==> src/core/pmode_defs.svh <==
// Purpose: constants for the power mode and wake-up controller
// Assumes: 100 MHz core_clk
// Notes:   offsets are register byte addresses
`ifndef PMODE_DEFS_SVH
`define PMODE_DEFS_SVH
`define PM_CLK_MHZ        100
`define PM_N_MON          5
`define PM_N_GPIO         4
`define PM_N_WAKE         11
`define PM_WD_FAIL_LIMIT  3'h4
// registers (byte addresses)
`define PM_MODE_CTRL      8'h00
`define PM_CYC_CFG        8'h04
`define PM_CYC_PERIOD     8'h08
`define PM_WAKE_EN        8'h0c
`define PM_EDGE_RISE      8'h10
`define PM_EDGE_FALL      8'h14
`define PM_WAKE_STAT      8'h18
`define PM_WAKE_MASK      8'h1c
`define PM_STATUS         8'h20
`define PM_SENSE_REF      8'h24
// mode control fields
`define PM_MC_STOP        0
`define PM_MC_SLEEP       1
// cyclic config fields
`define PM_CC_WAKE        0
`define PM_CC_SENSE       1
`define PM_CC_CMP_REF     2
`define PM_CC_EXT         3
// wake vector layout: bit 0 lin, 1..5 mon, 6..9 gpio, 10 timer
`define PM_WB_LIN         0
`define PM_WB_MON         1
`define PM_WB_GPIO        6
`define PM_WB_TIMER       10
// reset values
`define PM_WAKE_EN_RST    11'h43f
`define PM_EDGE_RISE_RST  11'h7ff
`define PM_EDGE_FALL_RST  11'h000
`define PM_PERIOD_RST     16'h0064
// timing: sense window and one period tick in microseconds
`define PM_SENSE_US       10
`define PM_SENSE_CYC      (`PM_SENSE_US * `PM_CLK_MHZ)
`define PM_TICK_US        10
`define PM_TICK_CYC       (`PM_TICK_US * `PM_CLK_MHZ)
`endif

==> src/core/pmode_pkg.sv <==
// Purpose: types for the power mode and wake-up controller
// Assumes: nothing
// Notes:   constants live in pmode_defs.svh
package pmode_pkg;
  typedef enum logic [2:0] {
    MODE_RESET, MODE_ACTIVE, MODE_STOP, MODE_SLEEP, MODE_WAKE
  } mode_type;
  typedef struct packed {
    logic pre_regulator_on;
    logic pad_supply_on;
    logic core_supply_on;
    logic core_supply_low;
    logic cpu_clk_on;
    logic pll_on;
    logic modules_on;
    logic meas_on;
    logic watchdog_on;
    logic cpu_reset;
  } power_ctrl_type;
  typedef struct packed {
    logic       lin;
    logic [4:0] mon;
    logic [3:0] gpio;
  } wake_in_type;
endpackage

==> src/core/wake_latch.sv <==
// Purpose: per-source sync, edge select and sticky flag
// Assumes: raw inputs asynchronous
// Notes:   set beats write-one-to-clear
`timescale 1ns/10ps
`default_nettype none
`include "pmode_defs.svh"
module wake_latch (
  input  wire logic                   core_clk,
  input  wire logic                   sys_rst,
  input  wire logic [`PM_N_WAKE-1:0]  raw_in,
  input  wire logic [`PM_N_WAKE-1:0]  rise_en,
  input  wire logic [`PM_N_WAKE-1:0]  fall_en,
  input  wire logic [`PM_N_WAKE-1:0]  src_en,
  input  wire logic [`PM_N_WAKE-1:0]  clr,
  output logic      [`PM_N_WAKE-1:0]  level,
  output logic      [`PM_N_WAKE-1:0]  hit,
  output logic      [`PM_N_WAKE-1:0]  flag
);
  logic [1:0] arm_cnt_r;
  // edges ignored until sync and prev hold the pin: no false edge after reset,
  // but a pin change before the first sample after reset is lost
  wire        arm_w = (arm_cnt_r == 2'h3);
  always_ff @(posedge core_clk) begin
    if (sys_rst) begin
      arm_cnt_r <= 2'h0;
    end else if (!arm_w) begin
      arm_cnt_r <= arm_cnt_r + 2'h1;
    end
  end
  genvar i;
  generate
    for (i = 0; i < `PM_N_WAKE; i++) begin : g_src
      logic meta_r;
      logic sync_r;
      logic prev_r;
      logic flag_r;
      wire  rise_w = sync_r & ~prev_r;
      wire  fall_w = ~sync_r & prev_r;
      // first stage feeds only the second
      wire  hit_w  = arm_w & src_en[i] &
                     ((rise_en[i] & rise_w) | (fall_en[i] & fall_w));
      always_ff @(posedge core_clk) begin
        if (sys_rst) begin
          meta_r <= 1'b0;
          sync_r <= 1'b0;
          prev_r <= 1'b0;
          flag_r <= 1'b0;
        end else begin
          meta_r <= raw_in[i];
          sync_r <= meta_r;
          prev_r <= sync_r;
          flag_r <= hit_w | (flag_r & ~clr[i]);
        end
      end
      assign level[i] = sync_r;
      assign hit[i]   = hit_w;
      assign flag[i]  = flag_r;
    end
  endgenerate
endmodule // wake_latch
`default_nettype wire

==> src/core/cyclic_timer.sv <==
// Purpose: programmable period timer with sense window
// Assumes: run held high while in a cyclic low-power mode
// Notes:   period counted in ticks
`timescale 1ns/10ps
`default_nettype none
`include "pmode_defs.svh"
module cyclic_timer (
  input  wire logic        core_clk,
  input  wire logic        sys_rst,
  input  wire logic        run,
  input  wire logic [15:0] period,
  output logic             expire,
  output logic             window,
  output logic             window_end
);
  logic [15:0] tick_cnt_r;
  logic [15:0] per_cnt_r;
  logic [15:0] win_cnt_r;
  wire         tick_w = (tick_cnt_r == 16'(`PM_TICK_CYC - 1));
  wire         per_done_w = tick_w & (per_cnt_r >= period - 16'h0001);
  always_ff @(posedge core_clk) begin
    if (sys_rst || !run) begin
      tick_cnt_r <= 16'h0000;
      per_cnt_r  <= 16'h0000;
      win_cnt_r  <= 16'h0000;
    end else begin
      tick_cnt_r <= tick_w ? 16'h0000 : tick_cnt_r + 16'h0001;
      if (per_done_w) begin
        per_cnt_r <= 16'h0000;
        win_cnt_r <= 16'(`PM_SENSE_CYC);
      end else begin
        if (tick_w) begin
          per_cnt_r <= per_cnt_r + 16'h0001;
        end
        if (win_cnt_r != 16'h0000) begin
          win_cnt_r <= win_cnt_r - 16'h0001;
        end
      end
    end
  end
  assign expire     = run & per_done_w;
  assign window     = (win_cnt_r != 16'h0000);
  assign window_end = (win_cnt_r == 16'h0001);
endmodule // cyclic_timer
`default_nettype wire

==> src/core/power_mode_wakeup_control.sv <==
// Purpose: power mode sequencing and wake-up management
// Assumes: one 100 MHz clock standing in for the low-power oscillator
// Notes:   register port with one-cycle read latency
`timescale 1ns/10ps
`default_nettype none
`include "pmode_defs.svh"
module power_mode_wakeup_control (
  input  wire logic                   core_clk,
  input  wire logic                   sys_rst,
  input  wire logic [7:0]             reg_addr,
  input  wire logic [31:0]            reg_wdata,
  input  wire logic                   reg_wr,
  input  wire logic                   reg_rd,
  output logic      [31:0]            reg_rdata,
  input  wire pmode_pkg::wake_in_type wake_in,
  input  wire logic                   core_supply_good,
  input  wire logic                   watchdog_fail,
  output pmode_pkg::power_ctrl_type   power_ctrl,
  output logic                        high_side_output,
  output logic                        external_sensor_supply,
  output logic                        irq
);
  ////////////////////////////////////////////////////////////////////////////
  // registers
  pmode_pkg::mode_type     mode_r;
  pmode_pkg::mode_type     mode_nxt;
  pmode_pkg::power_ctrl_type pc_r;
  pmode_pkg::power_ctrl_type pc_nxt;
  logic [1:0]              mode_req_r;
  logic [3:0]              cyc_cfg_r;
  logic [15:0]             period_r;
  logic [`PM_N_WAKE-1:0]   wake_en_r;
  logic [`PM_N_WAKE-1:0]   rise_r;
  logic [`PM_N_WAKE-1:0]   fall_r;
  logic [`PM_N_WAKE-1:0]   mask_r;
  logic [`PM_N_WAKE-1:0]   sense_ref_r;
  logic [`PM_N_WAKE-1:0]   sense_prev_r;
  logic [2:0]              wd_cnt_r;
  logic                    sleep_wake_r;
  logic                    hs_r;
  logic                    ext_r;
  logic [31:0]             rdata_r;
  logic                    cyc_wake_r;
  logic                    cyc_sense_r;
  ////////////////////////////////////////////////////////////////////////////
  // wake sources
  wire logic [`PM_N_WAKE-1:0] raw_w;
  wire logic [`PM_N_WAKE-1:0] level_w;
  wire logic [`PM_N_WAKE-1:0] hit_w;
  wire logic [`PM_N_WAKE-1:0] flag_w;
  wire logic [`PM_N_WAKE-1:0] clr_w;
  wire logic [`PM_N_WAKE-1:0] mode_en_w;
  wire logic                  timer_expire_w;
  wire logic                  window_w;
  wire logic                  window_end_w;
  wire logic                  in_low_w = (mode_r == pmode_pkg::MODE_STOP) ||
                                         (mode_r == pmode_pkg::MODE_SLEEP);
  wire logic                  timer_run_w = in_low_w & (cyc_wake_r | cyc_sense_r);
  assign raw_w = {timer_expire_w & cyc_wake_r, wake_in.gpio, wake_in.mon, wake_in.lin};
  // gpios are no wake source in sleep
  assign mode_en_w = (mode_r == pmode_pkg::MODE_SLEEP) ?
                     (wake_en_r & ~(11'h00f << `PM_WB_GPIO)) : wake_en_r;
  wake_latch u_wake_latch (
    .core_clk (core_clk),
    .sys_rst  (sys_rst),
    .raw_in   (raw_w),
    .rise_en  (rise_r | (11'h001 << `PM_WB_TIMER)),
    .fall_en  (fall_r),
    .src_en   (mode_en_w),
    .clr      (clr_w),
    .level    (level_w),
    .hit      (hit_w),
    .flag     (flag_w)
  );
  cyclic_timer u_cyclic_timer (
    .core_clk   (core_clk),
    .sys_rst    (sys_rst),
    .run        (timer_run_w),
    .period     (period_r),
    .expire     (timer_expire_w),
    .window     (window_w),
    .window_end (window_end_w)
  );
  ////////////////////////////////////////////////////////////////////////////
  // cyclic sense compare on monitor levels, plus gpio levels in stop only, at window end
  wire logic [`PM_N_WAKE-1:0] sense_sel_w = wake_en_r & 11'h3fe &
                                  ((mode_r == pmode_pkg::MODE_STOP) ? 11'h3fe : 11'h03e);
  wire logic sense_trig_w = cyc_sense_r & window_end_w &
                            (cyc_cfg_r[`PM_CC_CMP_REF] ?
                             (((level_w ^ sense_ref_r) & sense_sel_w) == '0) :
                             (((level_w ^ sense_prev_r) & sense_sel_w) != '0));
  // equal priority: any source, first one wins, no ordering
  wire logic wake_any_w = in_low_w & ((|hit_w) | sense_trig_w);
  ////////////////////////////////////////////////////////////////////////////
  // bus decode
  wire logic wr_mode_w  = reg_wr && (reg_addr == `PM_MODE_CTRL);
  wire logic wr_cyc_w   = reg_wr && (reg_addr == `PM_CYC_CFG);
  wire logic wr_per_w   = reg_wr && (reg_addr == `PM_CYC_PERIOD);
  wire logic wr_en_w    = reg_wr && (reg_addr == `PM_WAKE_EN);
  wire logic wr_rise_w  = reg_wr && (reg_addr == `PM_EDGE_RISE);
  wire logic wr_fall_w  = reg_wr && (reg_addr == `PM_EDGE_FALL);
  wire logic wr_stat_w  = reg_wr && (reg_addr == `PM_WAKE_STAT);
  wire logic wr_mask_w  = reg_wr && (reg_addr == `PM_WAKE_MASK);
  wire logic wr_ref_w   = reg_wr && (reg_addr == `PM_SENSE_REF);
  assign clr_w = wr_stat_w ? reg_wdata[`PM_N_WAKE-1:0] : '0;
  logic [31:0] rd_sel_w;
  always_comb begin
    rd_sel_w = 32'h0000_0000;
    if (reg_addr == `PM_MODE_CTRL) begin
      rd_sel_w = {30'h0, mode_req_r};
    end else if (reg_addr == `PM_CYC_CFG) begin
      rd_sel_w = {28'h0, cyc_cfg_r};
    end else if (reg_addr == `PM_CYC_PERIOD) begin
      rd_sel_w = {16'h0, period_r};
    end else if (reg_addr == `PM_WAKE_EN) begin
      rd_sel_w = {21'h0, wake_en_r};
    end else if (reg_addr == `PM_EDGE_RISE) begin
      rd_sel_w = {21'h0, rise_r};
    end else if (reg_addr == `PM_EDGE_FALL) begin
      rd_sel_w = {21'h0, fall_r};
    end else if (reg_addr == `PM_WAKE_STAT) begin
      rd_sel_w = {21'h0, flag_w};
    end else if (reg_addr == `PM_WAKE_MASK) begin
      rd_sel_w = {21'h0, mask_r};
    end else if (reg_addr == `PM_STATUS) begin
      rd_sel_w = {13'h0, level_w, sleep_wake_r, wd_cnt_r, 1'b0, 3'(mode_r)};
    end else if (reg_addr == `PM_SENSE_REF) begin
      rd_sel_w = {21'h0, sense_ref_r};
    end
  end
  ////////////////////////////////////////////////////////////////////////////
  // mode sequencer
  always_comb begin
    mode_nxt = mode_r;
    case (mode_r)
      pmode_pkg::MODE_RESET: begin
        if (watchdog_fail && wd_cnt_r >= `PM_WD_FAIL_LIMIT) begin
          mode_nxt = pmode_pkg::MODE_SLEEP;
        end else if (core_supply_good) begin
          mode_nxt = pmode_pkg::MODE_ACTIVE;
        end
      end
      pmode_pkg::MODE_ACTIVE: begin
        if (mode_req_r[`PM_MC_SLEEP]) begin
          mode_nxt = pmode_pkg::MODE_SLEEP;
        end else if (mode_req_r[`PM_MC_STOP]) begin
          mode_nxt = pmode_pkg::MODE_STOP;
        end
      end
      pmode_pkg::MODE_STOP: begin
        if (wake_any_w) begin
          mode_nxt = pmode_pkg::MODE_ACTIVE;
        end
      end
      pmode_pkg::MODE_SLEEP: begin
        if (wake_any_w) begin
          mode_nxt = pmode_pkg::MODE_RESET;
        end
      end
      default: begin
        mode_nxt = pmode_pkg::MODE_RESET;
      end
    endcase
  end
  always_comb begin
    pc_nxt = '0;
    case (mode_nxt)
      pmode_pkg::MODE_RESET: begin
        pc_nxt.pre_regulator_on = 1'b1;
        pc_nxt.pad_supply_on    = 1'b1;
        pc_nxt.core_supply_on   = 1'b1;
        pc_nxt.cpu_reset        = 1'b1;
      end
      pmode_pkg::MODE_ACTIVE: begin
        pc_nxt = '1;
        pc_nxt.core_supply_low = 1'b0;
        pc_nxt.cpu_reset       = 1'b0;
        pc_nxt.meas_on         = 1'b1;
      end
      pmode_pkg::MODE_STOP: begin
        pc_nxt.pre_regulator_on = 1'b1;
        pc_nxt.pad_supply_on    = 1'b1;
        pc_nxt.core_supply_on   = 1'b1;
        pc_nxt.core_supply_low  = 1'b1;
      end
      default: begin
        pc_nxt = '0;
      end
    endcase
  end
  ////////////////////////////////////////////////////////////////////////////
  // state and register updates; all logic on the one always-on clock
  always_ff @(posedge core_clk) begin
    if (sys_rst) begin
      mode_r       <= pmode_pkg::MODE_RESET;
      pc_r         <= '0;
      wd_cnt_r     <= 3'h0;
      sleep_wake_r <= 1'b0;
      cyc_wake_r   <= 1'b0;
      cyc_sense_r  <= 1'b0;
    end else begin
      mode_r <= mode_nxt;
      pc_r   <= pc_nxt;
      if (mode_r != pmode_pkg::MODE_RESET) begin
        wd_cnt_r <= 3'h0;
      end else if (watchdog_fail && wd_cnt_r != 3'h7) begin
        wd_cnt_r <= wd_cnt_r + 3'h1;
      end
      if (mode_r == pmode_pkg::MODE_SLEEP && mode_nxt == pmode_pkg::MODE_RESET) begin
        sleep_wake_r <= 1'b1;
      end else if (wr_mode_w) begin
        sleep_wake_r <= 1'b0;
      end
      // cyclic flavour latched at command time, so bits must precede it
      if (mode_r == pmode_pkg::MODE_ACTIVE && mode_nxt != pmode_pkg::MODE_ACTIVE) begin
        cyc_wake_r  <= cyc_cfg_r[`PM_CC_WAKE];
        cyc_sense_r <= cyc_cfg_r[`PM_CC_SENSE];
      end else if (!in_low_w) begin
        cyc_wake_r  <= 1'b0;
        cyc_sense_r <= 1'b0;
      end
    end
  end
  always_ff @(posedge core_clk) begin
    if (sys_rst) begin
      mode_req_r  <= 2'h0;
      cyc_cfg_r   <= 4'h0;
      period_r    <= `PM_PERIOD_RST;
      wake_en_r   <= `PM_WAKE_EN_RST;
      rise_r      <= `PM_EDGE_RISE_RST;
      fall_r      <= `PM_EDGE_FALL_RST;
      mask_r      <= '0;
      sense_ref_r <= '0;
    end else begin
      if (mode_r != pmode_pkg::MODE_ACTIVE) begin
        mode_req_r <= 2'h0;
      end else if (wr_mode_w) begin
        mode_req_r <= reg_wdata[1:0];
      end
      if (wr_cyc_w) cyc_cfg_r <= reg_wdata[3:0];
      if (wr_per_w) period_r <= reg_wdata[15:0];
      if (wr_en_w) wake_en_r <= reg_wdata[`PM_N_WAKE-1:0];
      if (wr_rise_w) rise_r <= reg_wdata[`PM_N_WAKE-1:0];
      if (wr_fall_w) fall_r <= reg_wdata[`PM_N_WAKE-1:0];
      if (wr_mask_w) mask_r <= reg_wdata[`PM_N_WAKE-1:0];
      if (wr_ref_w) sense_ref_r <= reg_wdata[`PM_N_WAKE-1:0];
    end
  end
  ////////////////////////////////////////////////////////////////////////////
  // cyclic sense outputs and previous sample
  always_ff @(posedge core_clk) begin
    if (sys_rst) begin
      hs_r         <= 1'b0;
      ext_r        <= 1'b0;
      sense_prev_r <= '0;
      rdata_r      <= 32'h0000_0000;
    end else begin
      hs_r  <= cyc_sense_r & window_w;
      ext_r <= cyc_sense_r & window_w & cyc_cfg_r[`PM_CC_EXT] &
               (mode_r == pmode_pkg::MODE_STOP);
      if (cyc_sense_r && window_end_w) begin
        sense_prev_r <= level_w;
      end else if (!in_low_w) begin
        sense_prev_r <= level_w;
      end
      rdata_r <= reg_rd ? rd_sel_w : 32'h0000_0000;
    end
  end
  assign power_ctrl             = pc_r;
  assign high_side_output       = hs_r;
  assign external_sensor_supply = ext_r;
  assign reg_rdata              = rdata_r;
  assign irq                    = |(flag_w & mask_r);
endmodule // power_mode_wakeup_control
`default_nettype wire

==> config.mk <==
export PLATFORM = sky130hd
export DESIGN_NAME = power_mode_wakeup_control
export DESIGN_NICKNAME = d
export VERILOG_FILES = /design/src/core/pmode_pkg.sv /design/src/core/wake_latch.sv /design/src/core/cyclic_timer.sv /design/src/core/power_mode_wakeup_control.sv
export VERILOG_INCLUDE_DIRS = /design/src /design/src/core
export SDC_FILE = /design/constraint.sdc
export NUM_CORES = 1
export LEC_CHECK = 0
export BUFFER_PORTS_ARGS = -buffer_cell sky130_fd_sc_hd__buf_4
export CORE_MARGIN = 2
export CORE_UTILIZATION = 40
export DETAILED_ROUTE_END_ITERATION = 16
export GPL_TIMING_DRIVEN = 0
export PLACE_DENSITY_LB_ADDON = 0.25
export SYNTH_ARGS = -nofsm -noshare
export SYNTH_HDL_FRONTEND = slang
export SYNTH_SLANG_ARGS = --single-unit
==> constraint.sdc <==
create_clock -name core_clk -period 6.51 [get_ports core_clk]
set_input_delay 1.302 -clock core_clk [delete_from_list [all_inputs] [get_ports core_clk]]
set_output_delay 1.302 -clock core_clk [all_outputs]
set_load 0.01 [all_outputs]
# Word level (Yosys, flattened, before mapping)
# Index checks and enable logic that the tools add are counted.
[word_totals]
regBits = 235
in_bits = 56
out_inout_bits = 45
wordCells = 332
[classes]
addsub = 6
order_cmp = 2
n_eq_ne = 22
mux = 34
n_bitwise = 150
n_reduce_logical = 38
[op_table]
columns = ["operator", "n"]
rows = [
  ["16-bit two-way mux", 6],
  ["1-bit bitwise AND", 86],
  ["11-bit two-way mux", 4],
  ["10-bit two-way mux", 4],
  ["1-bit NOT", 34],
  ["11-bit OR reduction", 3],
  ["16-bit by 1-bit adder with 16-bit output (second input constant)", 2],
  ["8-bit by 5-bit == test with 1-bit output (second input constant)", 4],
  ["16-bit by 1-bit subtractor with 16-bit output (second input constant)", 2],
  ["1-bit OR", 24],
  ["11-bit by 10-bit bitwise AND with 11-bit output", 2],
  ["11-bit bitwise XOR", 2],
  ["3-bit two-way mux", 7],
  ["19-bit two-way mux", 1],
  ["16-bit by 1-bit == test with 1-bit output (second input constant)", 1],
  ["16-bit by 10-bit == test with 1-bit output (second input constant)", 1],
  ["8-bit by 4-bit == test with 1-bit output (second input constant)", 2],
  ["8-bit by 6-bit == test with 1-bit output (second input constant)", 2],
  ["16-bit greater-or-equal comparator", 1],
  ["16-bit nonzero test", 1],
  ["1-bit logical AND", 14],
  ["3-bit one-hot mux with 4 select lines", 1],
  ["11-bit bitwise AND", 1],
  ["11-bit zero test", 1],
  ["26 further kinds", 46],
]

# Longest topological paths before layout
[logic_depth]
word_depth = 14
mapped_depth = 15
ltp_nobuf = 14

# Cells and area by module
# A second synthesis with hierarchy kept.
[unflattened]
hier_cells = 1228
area_unflattened_um2 = 10765.3
[modules_own_cells]
columns = ["module", "instances", "cells_each", "area_per_inst_um2", "seq_area_each_um2"]
rows = [
  ["power_mode_wakeup_control", 1, 700, 5829.3, 2402.3],
  ["cyclic_timer", 1, 335, 3014.1, 960.9],
  ["wake_latch", 1, 193, 1921.8, 920.9],
]

# Worst setup path after synthesis
# Ideal clock, no wire load.
[synth_timing]
path_type = "input port to flip-flop"
startpoint = "input port reg_addr[7]"
endpoint = "register wake_en_r[6]"
setup_ns = 0.128
arrival_time_ns = 2.985
path_slack_ns = 3.397
cell_stages = 8
path_buffers = 3
cell_sequence = "nor4_1 and3_1 clkbuf_1 and3_1 clkbuf_1 clkbuf_1 mux2i_1 nor2_1"
[synth_between]
elab_chain_cells = 2
[synth_lines]
columns = ["item", "line_no", "source"]
rows = [
  ["start, declared", "power_mode_wakeup_control.sv:10", "input wire logic [7:0] reg_addr,"],
  ["8-bit by 4-bit == test with 1-bit output (no source line)", "--", ""],
  ["1-bit logical AND", "power_mode_wakeup_control.sv:99", "wire logic wr_en_w = reg_wr && (reg_addr == `PM_WAKE_EN);"],
  ["end signal, assigned", "power_mode_wakeup_control.sv:229", "wake_en_r <= `PM_WAKE_EN_RST;"],
  ["end signal, assigned", "power_mode_wakeup_control.sv:242", "if (wr_en_w) wake_en_r <= reg_wdata[`PM_N_WAKE-1:0];"],
  ["end, declared", "power_mode_wakeup_control.sv:32", "logic [`PM_N_WAKE-1:0] wake_en_r;"],
]
# Every way passes these cells.
# A chain may end at the register's enable or synchronous reset.

# Worst setup path after layout
[layout_timing]
startpoint = "register period_r[2]"
endpoint = "register u_cyclic_timer.win_cnt_r[4]"
[layout_between]
elab_chain_cells = 4
[layout_lines]
columns = ["item", "line_no", "source"]
rows = [
  ["start, declared", "power_mode_wakeup_control.sv:31", "logic [15:0] period_r;"],
  ["start signal, assigned", "power_mode_wakeup_control.sv:228", "period_r <= `PM_PERIOD_RST;"],
  ["start signal, assigned", "power_mode_wakeup_control.sv:241", "if (wr_per_w) period_r <= reg_wdata[15:0];"],
  ["16-bit by 1-bit subtractor with 16-bit output", "cyclic_timer.sv:20", "wire per_done_w = tick_w & (per_cnt_r >= period - 16'h0001);"],
  ["16-bit greater-or-equal comparator", "cyclic_timer.sv:20", ""],
  ["1-bit bitwise AND", "cyclic_timer.sv:20", ""],
  ["2-bit OR reduction (no source line)", "--", ""],
  ["end signal, assigned", "cyclic_timer.sv:30", "win_cnt_r <= 16'(`PM_SENSE_CYC);"],
  ["end signal, assigned", "cyclic_timer.sv:36", "win_cnt_r <= win_cnt_r - 16'h0001;"],
  ["end, declared", "cyclic_timer.sv:18", "logic [15:0] win_cnt_r;"],
]
# Every way passes these cells.

==> metrics.txt <==
Critical-path top delay cell a221oi_1; WHS 0.432 ns; worst-path maximum fanout 10; post-route insts no fill 1603; H-tree depth 1; top cell type by total area after synthesis dfxtp_1; cell area after placement 0.0107 sq mm; Ys Warns 0; Worst VDD drop between 0.15 and 0.2 mV; detailed-route via count approximately 8500; Fin. Hold Viols 0; DR vias/cell approximately 5.3; Clock transition at path regs 0.06 ns; Fin Setup TNS 0 ns; cell depth of the worst min-delay path 1; Max clock buf depth 3; RSZ-0062 raised after global routing no; CP bufs+invs 1; Slew HR 11.8%; Post-DRT Antenna Nets 0; drt pass-1 iters 5; GR Overflow Total 0; power density cells 246 mW/mm^2; total track usage about 22%; initial antenna violation count 0; Setup Slack @ Placement roughly 2.6 ns; later-pin clock latency in the skew report ~0.52 ns; post-layout instance area 0.0115 sq mm; nets 1348; leak pwr 4.35 nW; Initial Util between 40% and 50%; most frequent cells after synthesis dfxtp_1 (214), nand2_1 (195), nor2_1 (107); crit start category register; hold_buf cts 0; CTS tree done; Worst path top cell family by delay compound AO/OA/AOI/OAI gates; core region area 0.0241 sq mm; Reg2Reg Depth 13; data required time of the worst path 6.95 ns; # diodes 0; actual slew at the worst max-slew pin 1.32 ns; Core Rows 57; most frequent cell after synthesis dfxtp_1; arrival time worst endpoint approximately 4.3 ns; post-cts repair resize count 0; Gate Count Post-Synth 1162; ranking of synthesized cells by area dfxtp_1 (44%), nand2_1 (7.5%), a21oi_1 (4.6%), nor2_1 (4.1%), xor2_1 (3.8%); gpl congestion 0.925; number of clock sinks 214; # port buffers 66; HP Class register to register; Num CTS Buffers 24; worst-path cell chain nor3_1, nand2_1, nor4_1, xnor2_1, ha_1, a21o_1, a21o_1, a211oi_1, o41ai_1, a221oi_1, o21ai_1, clkbuf_1, nor2_1; first-pass GRT wire length around 46000 um; DR WL/cell 17.9 um; CTS root buf clkbuf_16; CP Class register to register; #FFs+latches synth 214; Unique masters post-synth 62; path length in cells of the critical path 13; Post-CTS Setup Bufs 0; die width 160 um; top cell type's share of synthesized area 44.0%; vias in the first global route just over 8000; FMAX 263 MHz; fin. max-slew vios 0; die height 160 um; syn_area_per_cell 8.38 sq um; Setup Viol. Count Final 0; EDFF count, synth 0; Util after Layout 47.5%; Max-Cap Viols 0; share of post-route cells with drive strength above 1 11.0%; largest net degree at the start of global routing 13; Synth async-reset ratio 0%; initial drt markers around 570; crit path setup slack, layout 2.70 ns; Area growth, synth to finish 17.6%; Clock Skew approximately 0.021 ns; Die Footprint 0.0256 sq mm; most frequent CP cell a21o_1; dominant synthesized flop cell dfxtp_1; HPWL after DPL 21200 um; Final min period 3.81 ns; DRC Markers 0; CP endpoint kind register; Power, Total 2.81 mW; Post-Route WL 28700 um; final worst-path cycle share roughly three fifths; I/O pins 101; sequential share of the synthesized area about 44%; slowest cell delay on critical path 0.52 ns; Post-Syn Area 0.00974 sq mm; status finished clean; Placed Cells 1565
-- worst register-to-register path: stages (launching register included) --
cell and delay, ns:
dfxtp_1 0.36, nor3_1 0.48, nand2_1 0.14, nor4_1 0.26, xnor2_1 0.19, ha_1 0.28, a21o_1 0.16, a21o_1 0.17
a211oi_1 0.23, o41ai_1 0.11, a221oi_1 0.52, o21ai_1 0.34, clkbuf_1 0.33, nor2_1 0.15
-- layout make-up --
cell class	count	area [sq um]
Timing Repair Buffer	66	495
Fill cell	2396	12600
Sequential cell	214	4280
Buffer	90	422
Inverter	13	48.8
Clock inverter	3	42.5
Multi-Input combinational cell	858	5040
Tap cell	324	405
Clock buffer	35	723
-- cells in the final DEF (no fill, tap or decap), types with 7 or more instances in the layout --
cell type	count
xor2_1	42
nand4_1	8
nand3b_1	21
clkbuf_16	25
xnor2_1	34
ha_1	25
buf_4	87
a22o_1	7
mux2i_1	21
nor4_1	11
a22oi_1	13
nand3_1	54
a31oi_1	9
o21ai_0	35
clkbuf_1	67
nand2_1	195
and3_1	22
nor2b_1	44
a211o_1	9
conb_1	14
nor2_1	107
nor3_1	11
a21oi_1	90
dfxtp_1	214
a221oi_1	11
inv_1	13
-- per-layer routing --
layer	global-route usage (%)	routed length, um	vias to the layer above
met1	29.9	12800	4052
met2	36.8	13200	268
met5	0	0	-
met4	7.82	870	0
met3	3.53	1800	66
li1	-	-	4157
-- worst paths after layout --
| path | startpoint | endpoint | slack (ns) |
|---|---|---|---|
| min reg2reg | u_wake_latch.g_src[0].meta_r | u_wake_latch.g_src[0].sync_r | 0.43 |
| max | period_r[2] | u_cyclic_timer.win_cnt_r[4] | 2.70 |
| min | u_wake_latch.g_src[0].meta_r | u_wake_latch.g_src[0].sync_r | 0.43 |
| max reg2reg | period_r[2] | u_cyclic_timer.win_cnt_r[4] | 2.70 |
-- registers in the layout (all words and copies together), names as in the netlist, 2 cells and up --
register,flops
u_wake_latch.g_src.flag_r,11
fall_r,11
u_wake_latch.g_src.prev_r,11
u_wake_latch.g_src.meta_r,11
sense_prev_r,9
mode_req_r,2
u_wake_latch.g_src.sync_r,11
u_cyclic_timer.win_cnt_r,16
mask_r,11
mode_r,3
wd_cnt_r,3
u_cyclic_timer.per_cnt_r,16
sense_ref_r,11
wake_en_r,11
reg_rdata,19
cyc_cfg_r,4
power_ctrl,4
u_cyclic_timer.tick_cnt_r,16
period_r,16
rise_r,11
u_wake_latch.arm_cnt_r,2
-- cell families after synthesis --
kind of cell | synth area share (%)
other | 0.0385
buffers and inverters | 4.83
AOI/OAI and AO/OA | 13.1
DFF | 44.0
muxes | 2.39
adders and majority gates | 3.21
xor gates and xnor gates | 6.83
and+or+nand+nor | 25.6
-- report_power, final --
group / internal (mW) / switching, mW
registers: 1.33 / 0.00921
clock network: 0.799 / 0.534
logic: 0.0566 / 0.0904
No activity file was read; power rests on OpenSTA's default activity.
